$ cat src/uart_rx_defs.vh
// Purpose: constants for the serial receiver with holding fifo and loop modes
// Assumes: 8-bit register port with a 2-bit address
// Notes: definitions only
`ifndef UART_RX_DEFS_VH
`define UART_RX_DEFS_VH
// register addresses
`define ADR_MODE 2'h0
`define ADR_STAT 2'h1
`define ADR_RXBUF 2'h2
`define ADR_LOOP 2'h3
// mode_reg_one fields
`define MD_PAR_EN 2
`define MD_PAR_ODD 3
`define MD_ERR_BLK 4
`define MD_RX_RTS 5
`define MD_REQ_FULL 6
`define MODE_RST 8'h03
// command_reg fields
`define CMD_RX_EN 0
`define CMD_RX_DIS 1
`define CMD_RX_RST 2
`define CMD_ERR_RST 3
// loop modes
`define LOOP_NORMAL 2'h0
`define LOOP_ECHO 2'h1
`define LOOP_LOCAL 2'h2
`define LOOP_REMOTE 2'h3
// 16x tick counts
`define HALF_LAST 4'h7
`define BIT_LAST 4'hF
`endif

$ cat src/uart_rx_loop.v
// Purpose: receive half of an async serial channel with holding fifo and loop modes
// Assumes: 16x tick enables come from an outside baud divider on ref_clk_i
// Notes: registers on a plain strobe port; read data one cycle after the strobe
//
// Function
// - start bit checked low over eight ticks
// - sample bit centres, lsb first, then stop
// - clear unused upper bits of short characters
// - character available set at stop midpoint
// - hunt next start; low framing error restarts
// - error flags updated at character boundary
// - full-low character stores zero with break
// - mid-character break stores damaged char first
// - three holding entries plus shift register
// - each entry keeps parity, framing, break bits
// - buffer read returns oldest entry, then pops
// - full flag; request source selects full/available
// - error mode: head status or block OR
// - status reads never pop the fifo
// - full fifo: char waits, next start overruns
// - flow mode negates rts on a start while full
// - disabled still readable; reset clears receiver
// - loop mode selection takes effect at once outside echo modes
// - echo modes leave only when idle or at the stop sample
// - automatic echo resends bits, blocks cpu
// - local loopback feeds transmitter into receiver
// - remote loopback echoes, status all inactive
`include "uart_rx_defs.vh"
`default_nettype none
module uart_rx_loop #(
  parameter DEPTH = 3
) (
  // clock and reset
  input wire ref_clk_i,
  input wire rst_n_i,
  // register port
  input wire [1:0] addr_i,
  input wire [7:0] wr_data_i,
  input wire wr_stb_i,
  input wire rd_stb_i,
  output wire [7:0] rd_data_o,
  // 16x bit clock enables
  input wire rx_tick16_i,
  input wire tx_tick16_i,
  // serial line
  input wire rxd_i,
  output wire txd_o,
  output wire rts_n_o,
  // transmitter side
  input wire tx_serial_i,
  input wire tx_ready_i,
  input wire tx_empty_i,
  output wire tx_cpu_block_o,
  // receive service request
  output wire rx_req_o
);

  localparam EW = 11;
  localparam CW = $clog2(DEPTH + 1);
  localparam [4:0] S_IDLE = 5'h01;
  localparam [4:0] S_START = 5'h02;
  localparam [4:0] S_DATA = 5'h04;
  localparam [4:0] S_STOP = 5'h08;
  localparam [4:0] S_BRK = 5'h10;

  // three-stage input synchroniser with agreement filter
  reg rx_s1_ff, rx_s2_ff, rx_s3_ff, rx_filt_ff;
  always @(posedge ref_clk_i or negedge rst_n_i) begin
    if (!rst_n_i) begin
      rx_s1_ff <= 1'b1;
      rx_s2_ff <= 1'b1;
      rx_s3_ff <= 1'b1;
      rx_filt_ff <= 1'b1;
    end else begin
      rx_s1_ff <= rxd_i;
      rx_s2_ff <= rx_s1_ff;
      rx_s3_ff <= rx_s2_ff;
      if (rx_s2_ff == rx_s3_ff) begin
        rx_filt_ff <= rx_s3_ff;
      end
    end
  end

  // control registers
  reg [7:0] mode_ff;
  reg [1:0] loop_req_ff, loop_ff;
  reg rx_en_ff;
  wire wr_cmd = wr_stb_i && (addr_i == `ADR_STAT);
  wire cmd_rst = wr_cmd && wr_data_i[`CMD_RX_RST];
  wire cmd_err_rst = wr_cmd && wr_data_i[`CMD_ERR_RST];
  wire is_echo = (loop_ff == `LOOP_ECHO);
  wire is_local = (loop_ff == `LOOP_LOCAL);
  wire is_remote = (loop_ff == `LOOP_REMOTE);
  wire tick = is_local ? tx_tick16_i : rx_tick16_i;
  wire rx_in = is_local ? tx_serial_i : rx_filt_ff;
  wire rx_run = rx_en_ff || is_local || is_remote;

  always @(posedge ref_clk_i or negedge rst_n_i) begin
    if (!rst_n_i) begin
      mode_ff <= `MODE_RST;
      rx_en_ff <= 1'b0;
    end else begin
      if (wr_stb_i && (addr_i == `ADR_MODE)) begin
        mode_ff <= wr_data_i;
      end
      if (cmd_rst) begin
        rx_en_ff <= 1'b0;
      end else if (wr_cmd && wr_data_i[`CMD_RX_EN]) begin
        rx_en_ff <= 1'b1;
      end else if (wr_cmd && wr_data_i[`CMD_RX_DIS]) begin
        rx_en_ff <= 1'b0;
      end
    end
  end

  // character geometry
  wire [3:0] nlen = {2'b00, mode_ff[1:0]} + 4'h5;
  wire [3:0] nbits = nlen + {3'b000, mode_ff[`MD_PAR_EN]};

  // receive state machine
  reg [4:0] state_ff;
  reg [3:0] cnt_ff, bit_ff;
  reg [8:0] sh_ff;
  reg prev_ff;
  wire [3:0] shamt = 4'h9 - nbits;
  wire [8:0] aligned = sh_ff >> shamt;
  wire [7:0] dmask = 8'hFF >> (4'h8 - nlen);
  wire [7:0] cdata = aligned[7:0] & dmask;
  wire pbit = aligned[nlen];
  wire brk = (aligned == 9'h000) && !rx_in;
  wire fe = !rx_in;
  // parity is checked in echo mode but not in remote loopback
  wire pe = mode_ff[`MD_PAR_EN] && !is_remote &&
            ((^cdata) ^ pbit ^ mode_ff[`MD_PAR_ODD]);
  wire live = rx_run && !cmd_rst && tick;
  wire start_ok = live && (state_ff == S_START) && !rx_in && (cnt_ff == `HALF_LAST);
  wire stop_evt = live && (state_ff == S_STOP) && (cnt_ff == `BIT_LAST);

  always @(posedge ref_clk_i or negedge rst_n_i) begin
    if (!rst_n_i) begin
      state_ff <= S_IDLE;
      cnt_ff <= 4'h0;
      bit_ff <= 4'h0;
      sh_ff <= 9'h000;
      prev_ff <= 1'b1;
    end else if (cmd_rst || !rx_run) begin
      state_ff <= S_IDLE;
      cnt_ff <= 4'h0;
      prev_ff <= 1'b1;
    end else if (tick) begin
      prev_ff <= rx_in;
      case (state_ff)
        S_IDLE: begin
          if (prev_ff && !rx_in) begin
            state_ff <= S_START;
            cnt_ff <= 4'h0;
          end
        end
        S_START: begin
          if (rx_in) begin
            state_ff <= S_IDLE;
          end else if (cnt_ff == `HALF_LAST) begin
            state_ff <= S_DATA;
            cnt_ff <= 4'h0;
            bit_ff <= 4'h0;
            sh_ff <= 9'h000;
          end else begin
            cnt_ff <= cnt_ff + 4'h1;
          end
        end
        S_DATA: begin
          if (cnt_ff == `BIT_LAST) begin
            sh_ff <= {rx_in, sh_ff[8:1]};
            cnt_ff <= 4'h0;
            if (bit_ff == nbits - 4'h1) begin
              state_ff <= S_STOP;
            end else begin
              bit_ff <= bit_ff + 4'h1;
            end
          end else begin
            cnt_ff <= cnt_ff + 4'h1;
          end
        end
        S_STOP: begin
          if (cnt_ff == `BIT_LAST) begin
            cnt_ff <= 4'h0;
            if (brk) begin
              state_ff <= S_BRK;
            end else if (fe && (cdata != 8'h00)) begin
              // low line after a damaged char is checked as a new start
              state_ff <= S_START;
            end else begin
              state_ff <= S_IDLE;
            end
          end else begin
            cnt_ff <= cnt_ff + 4'h1;
          end
        end
        S_BRK: begin
          if (!rx_in) begin
            cnt_ff <= 4'h0;
          end else if (cnt_ff == `HALF_LAST) begin
            state_ff <= S_IDLE;
          end else begin
            cnt_ff <= cnt_ff + 4'h1;
          end
        end
        default: begin
          state_ff <= S_IDLE;
        end
      endcase
    end
  end

  // holding fifo, head at entry 0
  reg [DEPTH*EW-1:0] mem_ff;
  reg [CW-1:0] count_ff;
  reg pend_ff, ovr_ff;
  reg [EW-1:0] pend_data_ff;
  wire [EW-1:0] new_ent = {brk, fe, pe, cdata};
  wire [EW-1:0] head = mem_ff[EW-1:0];
  wire fifo_full = (count_ff == DEPTH[CW-1:0]);
  // only a receive buffer read pops; status reads leave the fifo alone
  wire pop = rd_stb_i && (addr_i == `ADR_RXBUF) && (count_ff != {CW{1'b0}}) &&
             !is_remote && !cmd_rst;
  wire room = !fifo_full || pop;
  wire take = stop_evt && !is_remote;
  wire push = !cmd_rst && room && (pend_ff || take);
  wire [EW-1:0] push_ent = pend_ff ? pend_data_ff : new_ent;
  wire [CW-1:0] wr_idx = pop ? count_ff - {{(CW-1){1'b0}}, 1'b1} : count_ff;
  wire [(DEPTH+1)*EW-1:0] mem_ext = {{EW{1'b0}}, mem_ff};
  wire [DEPTH*EW-1:0] nxt_mem;
  wire [CW-1:0] nxt_count = count_ff + {{(CW-1){1'b0}}, push} -
                            {{(CW-1){1'b0}}, pop};

  genvar gi;
  generate
    for (gi = 0; gi < DEPTH; gi = gi + 1) begin : g_ent
      assign nxt_mem[gi*EW +: EW] = (push && (wr_idx == gi)) ? push_ent :
                                    pop ? mem_ext[(gi+1)*EW +: EW] :
                                    mem_ff[gi*EW +: EW];
    end
  endgenerate

  always @(posedge ref_clk_i or negedge rst_n_i) begin
    if (!rst_n_i) begin
      mem_ff <= {DEPTH*EW{1'b0}};
      count_ff <= {CW{1'b0}};
      pend_ff <= 1'b0;
      pend_data_ff <= {EW{1'b0}};
      ovr_ff <= 1'b0;
    end else if (cmd_rst) begin
      mem_ff <= {DEPTH*EW{1'b0}};
      count_ff <= {CW{1'b0}};
      pend_ff <= 1'b0;
      ovr_ff <= 1'b0;
    end else begin
      mem_ff <= nxt_mem;
      count_ff <= nxt_count;
      if (take && !room) begin
        pend_ff <= 1'b1;
        pend_data_ff <= new_ent;
      end else if (start_ok && pend_ff) begin
        pend_ff <= 1'b0;
      end else if (pend_ff && room) begin
        pend_ff <= 1'b0;
      end
      // an overrun in the same cycle as an error reset is kept
      if (start_ok && pend_ff) begin
        ovr_ff <= 1'b1;
      end else if (cmd_err_rst) begin
        ovr_ff <= 1'b0;
      end
    end
  end

  // block mode accumulation of every entry reaching the head
  reg fresh_ff;
  reg [2:0] acc_ff;
  wire fresh = (pop && ((count_ff > {{(CW-1){1'b0}}, 1'b1}) || push)) ||
               (push && (count_ff == {CW{1'b0}}));
  always @(posedge ref_clk_i or negedge rst_n_i) begin
    if (!rst_n_i) begin
      fresh_ff <= 1'b0;
      acc_ff <= 3'h0;
    end else if (cmd_rst) begin
      fresh_ff <= 1'b0;
      acc_ff <= 3'h0;
    end else begin
      fresh_ff <= fresh;
      if (fresh_ff) begin
        acc_ff <= (cmd_err_rst ? 3'h0 : acc_ff) | head[10:8];
      end else if (cmd_err_rst) begin
        acc_ff <= 3'h0;
      end
    end
  end

  // status assembly; error bits only mean something with a char waiting
  wire avail = (count_ff != {CW{1'b0}}) && !is_remote;
  wire tx_hide = is_echo || is_remote;
  wire [2:0] err3 = !avail ? 3'h0 :
                    mode_ff[`MD_ERR_BLK] ? acc_ff : head[10:8];
  wire [7:0] status = {err3, ovr_ff && !is_remote, tx_empty_i && !tx_hide,
                       tx_ready_i && !tx_hide, fifo_full && !is_remote, avail};

  // loop mode control
  reg tail_ff;
  reg [3:0] tail_cnt_ff;
  wire echo_any = is_echo || is_remote;
  wire leave_ok = stop_evt || (state_ff == S_IDLE);
  always @(posedge ref_clk_i or negedge rst_n_i) begin
    if (!rst_n_i) begin
      loop_req_ff <= `LOOP_NORMAL;
      loop_ff <= `LOOP_NORMAL;
      tail_ff <= 1'b0;
      tail_cnt_ff <= 4'h0;
    end else begin
      if (wr_stb_i && (addr_i == `ADR_LOOP)) begin
        loop_req_ff <= wr_data_i[1:0];
      end
      if (loop_ff != loop_req_ff) begin
        if (!echo_any) begin
          loop_ff <= loop_req_ff;
        end else if (leave_ok) begin
          loop_ff <= loop_req_ff;
          tail_ff <= is_echo && stop_evt;
          tail_cnt_ff <= 4'h0;
        end
      end
      // keep echoing the second half of the stop bit after leaving automatic echo for normal mode
      if (tail_ff && rx_tick16_i) begin
        if (tail_cnt_ff == `HALF_LAST) begin
          tail_ff <= 1'b0;
        end else begin
          tail_cnt_ff <= tail_cnt_ff + 4'h1;
        end
      end
    end
  end

  // registered outputs
  reg [7:0] rd_data_ff;
  reg txd_ff, rts_n_ff, block_ff, req_ff;
  reg [7:0] nxt_rd_data;
  always @* begin
    nxt_rd_data = 8'h00;
    if (rd_stb_i) begin
      case (addr_i)
        `ADR_MODE: nxt_rd_data = mode_ff;
        `ADR_STAT: nxt_rd_data = status;
        `ADR_RXBUF: nxt_rd_data = is_remote ? 8'h00 : head[7:0];
        default: nxt_rd_data = {6'h00, loop_req_ff};
      endcase
    end
  end

  always @(posedge ref_clk_i or negedge rst_n_i) begin
    if (!rst_n_i) begin
      rd_data_ff <= 8'h00;
      txd_ff <= 1'b1;
      rts_n_ff <= 1'b0;
      block_ff <= 1'b0;
      req_ff <= 1'b0;
    end else begin
      rd_data_ff <= nxt_rd_data;
      case (loop_ff)
        `LOOP_ECHO: txd_ff <= rx_filt_ff;
        `LOOP_REMOTE: txd_ff <= rx_filt_ff;
        `LOOP_LOCAL: txd_ff <= 1'b1;
        default: txd_ff <= tail_ff ? rx_filt_ff : tx_serial_i;
      endcase
      block_ff <= echo_any || tail_ff;
      // rts negates on a start while the fifo is full, reasserts when it has room; outside flow mode it stays asserted
      if (cmd_rst || !mode_ff[`MD_RX_RTS]) begin
        rts_n_ff <= 1'b0;
      end else if (start_ok && fifo_full) begin
        rts_n_ff <= 1'b1;
      end else if (!fifo_full) begin
        rts_n_ff <= 1'b0;
      end
      if (cmd_rst) begin
        req_ff <= 1'b0;
      end else begin
        req_ff <= mode_ff[`MD_REQ_FULL] ? (fifo_full && !is_remote) : avail;
      end
    end
  end

  assign rd_data_o = rd_data_ff;
  assign txd_o = txd_ff;
  assign rts_n_o = rts_n_ff;
  assign tx_cpu_block_o = block_ff;
  assign rx_req_o = req_ff;

endmodule
`default_nettype wire

$ cat config.mk
export PLATFORM = sky130hd
export DESIGN_NAME = uart_rx_loop
export DESIGN_NICKNAME = d
export VERILOG_FILES = /design/src/uart_rx_loop.v
export VERILOG_INCLUDE_DIRS = /design/src
export SDC_FILE = /design/constraint.sdc
export NUM_CORES = 1
export LEC_CHECK = 0
export BUFFER_PORTS_ARGS = -buffer_cell sky130_fd_sc_hd__buf_2
export CORE_MARGIN = 2
export CORE_UTILIZATION = 55
export CTS_CLUSTER_DIAMETER = 200
export CTS_CLUSTER_SIZE = 25
export DETAILED_ROUTE_END_ITERATION = 10
export GPL_TIMING_DRIVEN = 0
export PLACE_DENSITY_LB_ADDON = 0.08
export SYNTH_ARGS = -nofsm -noshare
export SYNTH_HDL_FRONTEND = slang
export SYNTH_SLANG_ARGS = --single-unit
export TNS_END_PERCENT = 5
$ cat constraint.sdc
create_clock -name ref_clk_i -period 11.2 [get_ports ref_clk_i]
set_input_delay 1.12 -clock ref_clk_i [delete_from_list [all_inputs] [get_ports ref_clk_i]]
set_output_delay 1.12 -clock ref_clk_i [all_outputs]
set_load 0.01 [all_outputs]
==> results.cfg <==
[sta]
fin_ws_ns = 6.90
setup_viol = 0
skew_ns = 0.00674
min_period_ns = 4.30
slew_viol_final = 0
tns_ns = 0
worstMarginPinSlew_ns = 0.979
fmax_mhz = 233
finalHoldViolations = 0
min_period_over_period = 0.384
rsz0062_at_grt = false
slew_headroom = 0.344

[drt]
first_pass_iters = 5
routed_wl_mm = 15.1
wl_per_cell_um = 17.6
drt_iter0_drc = 409
postRouteAntennaNets = 0
dr_total_vias = 5282
drc = 0
viasPerCell = 6.16

[synthesis]
yosysSeqAreaShare = 0.437
synth_edf_count = 0
synth_area_per_cell_sq_um = 9.37
synth_cells = 669
ys_types = 79
syn_nets = 704
ys_seq_elements = 109
ys.flop_type = dfrtp_1
netlist_area_sq_um = 6270
async_reset_ff_frac = 1.00
yosys_warnings = 0

[worst_setup_path]
end_kind = register
crit_top_cell = inv_1
critPathKind = register to register
critPathArrivalTime_ns = 4.51
critical_path.top_delay_family = multiplexers
cpMaxStageDelayCell = dfstp_2
cp_num_buf_inv = 3
rr_worst_depth = 14
reg2reg_slack_ns = 6.90
cp-start-kind = register
r2r-end = mem_ff[30]$_DFFE_PN0P_
cp_slowest_stage_delay_ns = 0.64
r2r-start = mode_ff[0]$_DFFE_PN1P_
crit_path_max_fanout = 7
worstPathRequired_ns = 11.42
crit_chain = inv_1 > ha_1 > inv_1 > fa_1 > mux4_2 > mux2_4 > a22o_1 > inv_1 > ha_1 > xnor2_1 > xnor3_1 > xnor2_1 > mux2i_1 > a22oi_1

[floorplan]
start_util = 0.571
num_rows = 38
die_area_sq_um = 12300
dieHeight_um = 111
ios = 32
core_sq_um = 11000
die_x_um = 111

[finish]
nNetsFinal = 747
mostFrequentLayoutCell = dfrtp_1
insertedDiodeCount = 0
layout_common_cells = dfrtp_1 (100), nand2_1 (90), o21ai_0 (52)
drive_gt1_frac = 0.146
fillCellCount = 943
area_growth_pct = 10.7

[grt]
met3_usage = 0.0323
grt_max_degree = 60
grt.overflow.total = 0
first_global_vias = 5147
grtUsageMet2 = 0.390
grt_pass1_wl_mm = 25.7
antenna_found_initial = 0
grt_usage = 0.256
busiest_layer = met2
use_met1 = 0.375

[clock_network]
cts_buffers = 9
cts.sinks = 109
post_cts_buffers = 0
htreeDepth = 3
ctsResizeCount = 0
clk_pin_slew_ns = 0.07
postCtsHoldBufs = 0
insertion_delay_ns = 0.36
cts_tree = done
cts-root-buf = clkbuf_16
cts.path.max_buffers = 2

[placement]
dp.final_hpwl_mm = 10.9
gp_congestion = 0.870
io_buffers = 31
pre_cts_ws_ns = 6.93

[power_and_ir_drop]
p_per_area_nw_per_um2 = 182
leakage_nw = 3.17
power_mw = 1.26
vdd_drop_max_mv = 0.103
clkPwrFrac = 0.266
switching_power_uw = 457
seqPwrFrac = 0.357
switching_share = 0.363
p_comb_frac = 0.377
intPower_uw = 803

[flow_run]
max_cap_violations = 0

[hold_path]
holdPathStages = 0
holdPathEnd = rx_s2_ff$_DFF_PN1_
hp-start = rx_s1_ff$_DFF_PN1_
hp-class = register to register

[run_status]
status = finished, final reports clean
==> cell type report <==
cell class	instances	area (sq um)	share of cell area
clock inverters	5	67.6	0.00974
inverters	22	82.6	0.0119
plain buffers	43	198	0.0285
multi-input cells	495	3250	0.468
clock buffers	11	243	0.0350
flip-flops and latches	109	2740	0.395
well taps	140	175	0.0252
repair buffers	32	185	0.0267
==> routing by layer <==
metal	vias to the layer above	wire length [um]
li1	2514	-
met5	-	0
met2	175	6830
met1	2567	7110
met3	26	817
met4	0	322
==> cells by family (layout without fill, tap and decap cells) <==
| kind of cell | count (synthesis) | in the layout | synth area share |
|---|---|---|---|
| and+or+nand+nor | 239 | 239 | 0.186 |
| AOI/OAI and AO/OA | 190 | 190 | 0.208 |
| DFF | 109 | 109 | 0.437 |
| xor gates and xnor gates | 14 | 14 | 0.0218 |
| adders and majority gates | 16 | 16 | 0.0327 |
| muxes | 36 | 36 | 0.0697 |
| buffers and inverters | 65 | 113 | 0.0447 |
==> cell usage after synthesis (5+ instances only) <==
| cell | instances | share of area |
|---|---|---|
| dfrtp_1 | 100 | 0.40 |
| nand2_1 | 90 | 0.054 |
| o21ai_0 | 52 | 0.042 |
| nor2_1 | 42 | 0.025 |
| nand3_1 | 35 | 0.028 |
| a21oi_1 | 32 | 0.026 |
| clkbuf_1 | 28 | 0.017 |
| inv_1 | 20 | 0.012 |
| mux2i_1 | 17 | 0.027 |
| ha_1 | 14 | 0.028 |
| mux2_2 | 14 | 0.025 |
| nand2b_1 | 12 | 0.012 |
| a22o_1 | 11 | 0.015 |
| nor3_1 | 11 | 0.0088 |
| xnor2_1 | 11 | 0.015 |
| o2bb2ai_1 | 10 | 0.014 |
| a31oi_1 | 9 | 0.0090 |
| dfstp_2 | 9 | 0.038 |
| a21o_1 | 8 | 0.0096 |
| a22oi_1 | 8 | 0.0096 |
| a2bb2oi_1 | 8 | 0.011 |
| buf_2 | 8 | 0.0064 |
| nor2b_1 | 7 | 0.0070 |
| and3_1 | 6 | 0.0060 |
| and3b_1 | 6 | 0.0084 |
| o31ai_1 | 6 | 0.0072 |
| and2_1 | 5 | 0.0050 |
==> state kept, by name, indices dropped and copies added (netlist names), 2 cells and up <==
signal        flops
mem_ff           33
pend_data_ff     11
sh_ff             9
mode_ff           8
rd_data_o         8
state_ff          5
bit_ff            4
cnt_ff            4
tail_cnt_ff       4
acc_ff            3
count_ff          2
loop_ff           2
loop_req_ff       2
==> worst register-to-register path, cell delays in order (launching register included) <==
cell     delay [ns]
dfstp_2        0.64
inv_1          0.17
ha_1           0.23
inv_1          0.06
fa_1           0.45
mux4_2         0.52
mux2_4         0.28
a22o_1         0.27
inv_1          0.10
ha_1           0.24
xnor2_1        0.17
xnor3_1        0.26
xnor2_1        0.28
mux2i_1        0.37
a22oi_1        0.11
==> through the flow <==
| stage | util | hold slack, ns | cell area, sq um | std cells |
|---|---|---|---|---|
| 2_1_floorplan | - | 0.345 | 6270 | 669 |
| 3_3_place_gp | 0.601 | 0.348 | 6600 | 840 |
| 3_5_place_dp | 0.604 | 0.347 | 6630 | 841 |
| 4_1_cts | 0.632 | 0.362 | 6940 | 857 |
| 5_1_grt | 0.632 | 0.369 | 6940 | 857 |
| 6_report | 0.632 | 0.361 | 6940 | 857 |
==> worst max path at each step <==
stage,start,to,slack [ns],cells past startpoint
2_1_floorplan,mode_ff[0]$_DFFE_PN1P_,mem_ff[30]$_DFFE_PN0P_,7.41,14
3_3_place_gp,mode_ff[0]$_DFFE_PN1P_,mem_ff[30]$_DFFE_PN0P_,6.98,14
3_5_place_dp,mode_ff[0]$_DFFE_PN1P_,mem_ff[30]$_DFFE_PN0P_,6.93,16
4_1_cts,mode_ff[0]$_DFFE_PN1P_,mem_ff[30]$_DFFE_PN0P_,6.92,16
5_1_grt,mode_ff[0]$_DFFE_PN1P_,mem_ff[30]$_DFFE_PN0P_,6.63,15
6_report,mode_ff[0]$_DFFE_PN1P_,mem_ff[30]$_DFFE_PN0P_,6.90,14
==> power by group through the flow <==
stage | combinational (mW) | clock [mW] | sequential (mW)
2_1_floorplan | 0.358 | 0 | 0.453
3_3_place_gp | 0.455 | 0 | 0.455
3_5_place_dp | 0.469 | 0 | 0.456
4_1_cts | 0.472 | 0.342 | 0.449
5_1_grt | 0.523 | 0.358 | 0.453
6_report | 0.476 | 0.335 | 0.449
(Power assumes the default switching activity.)
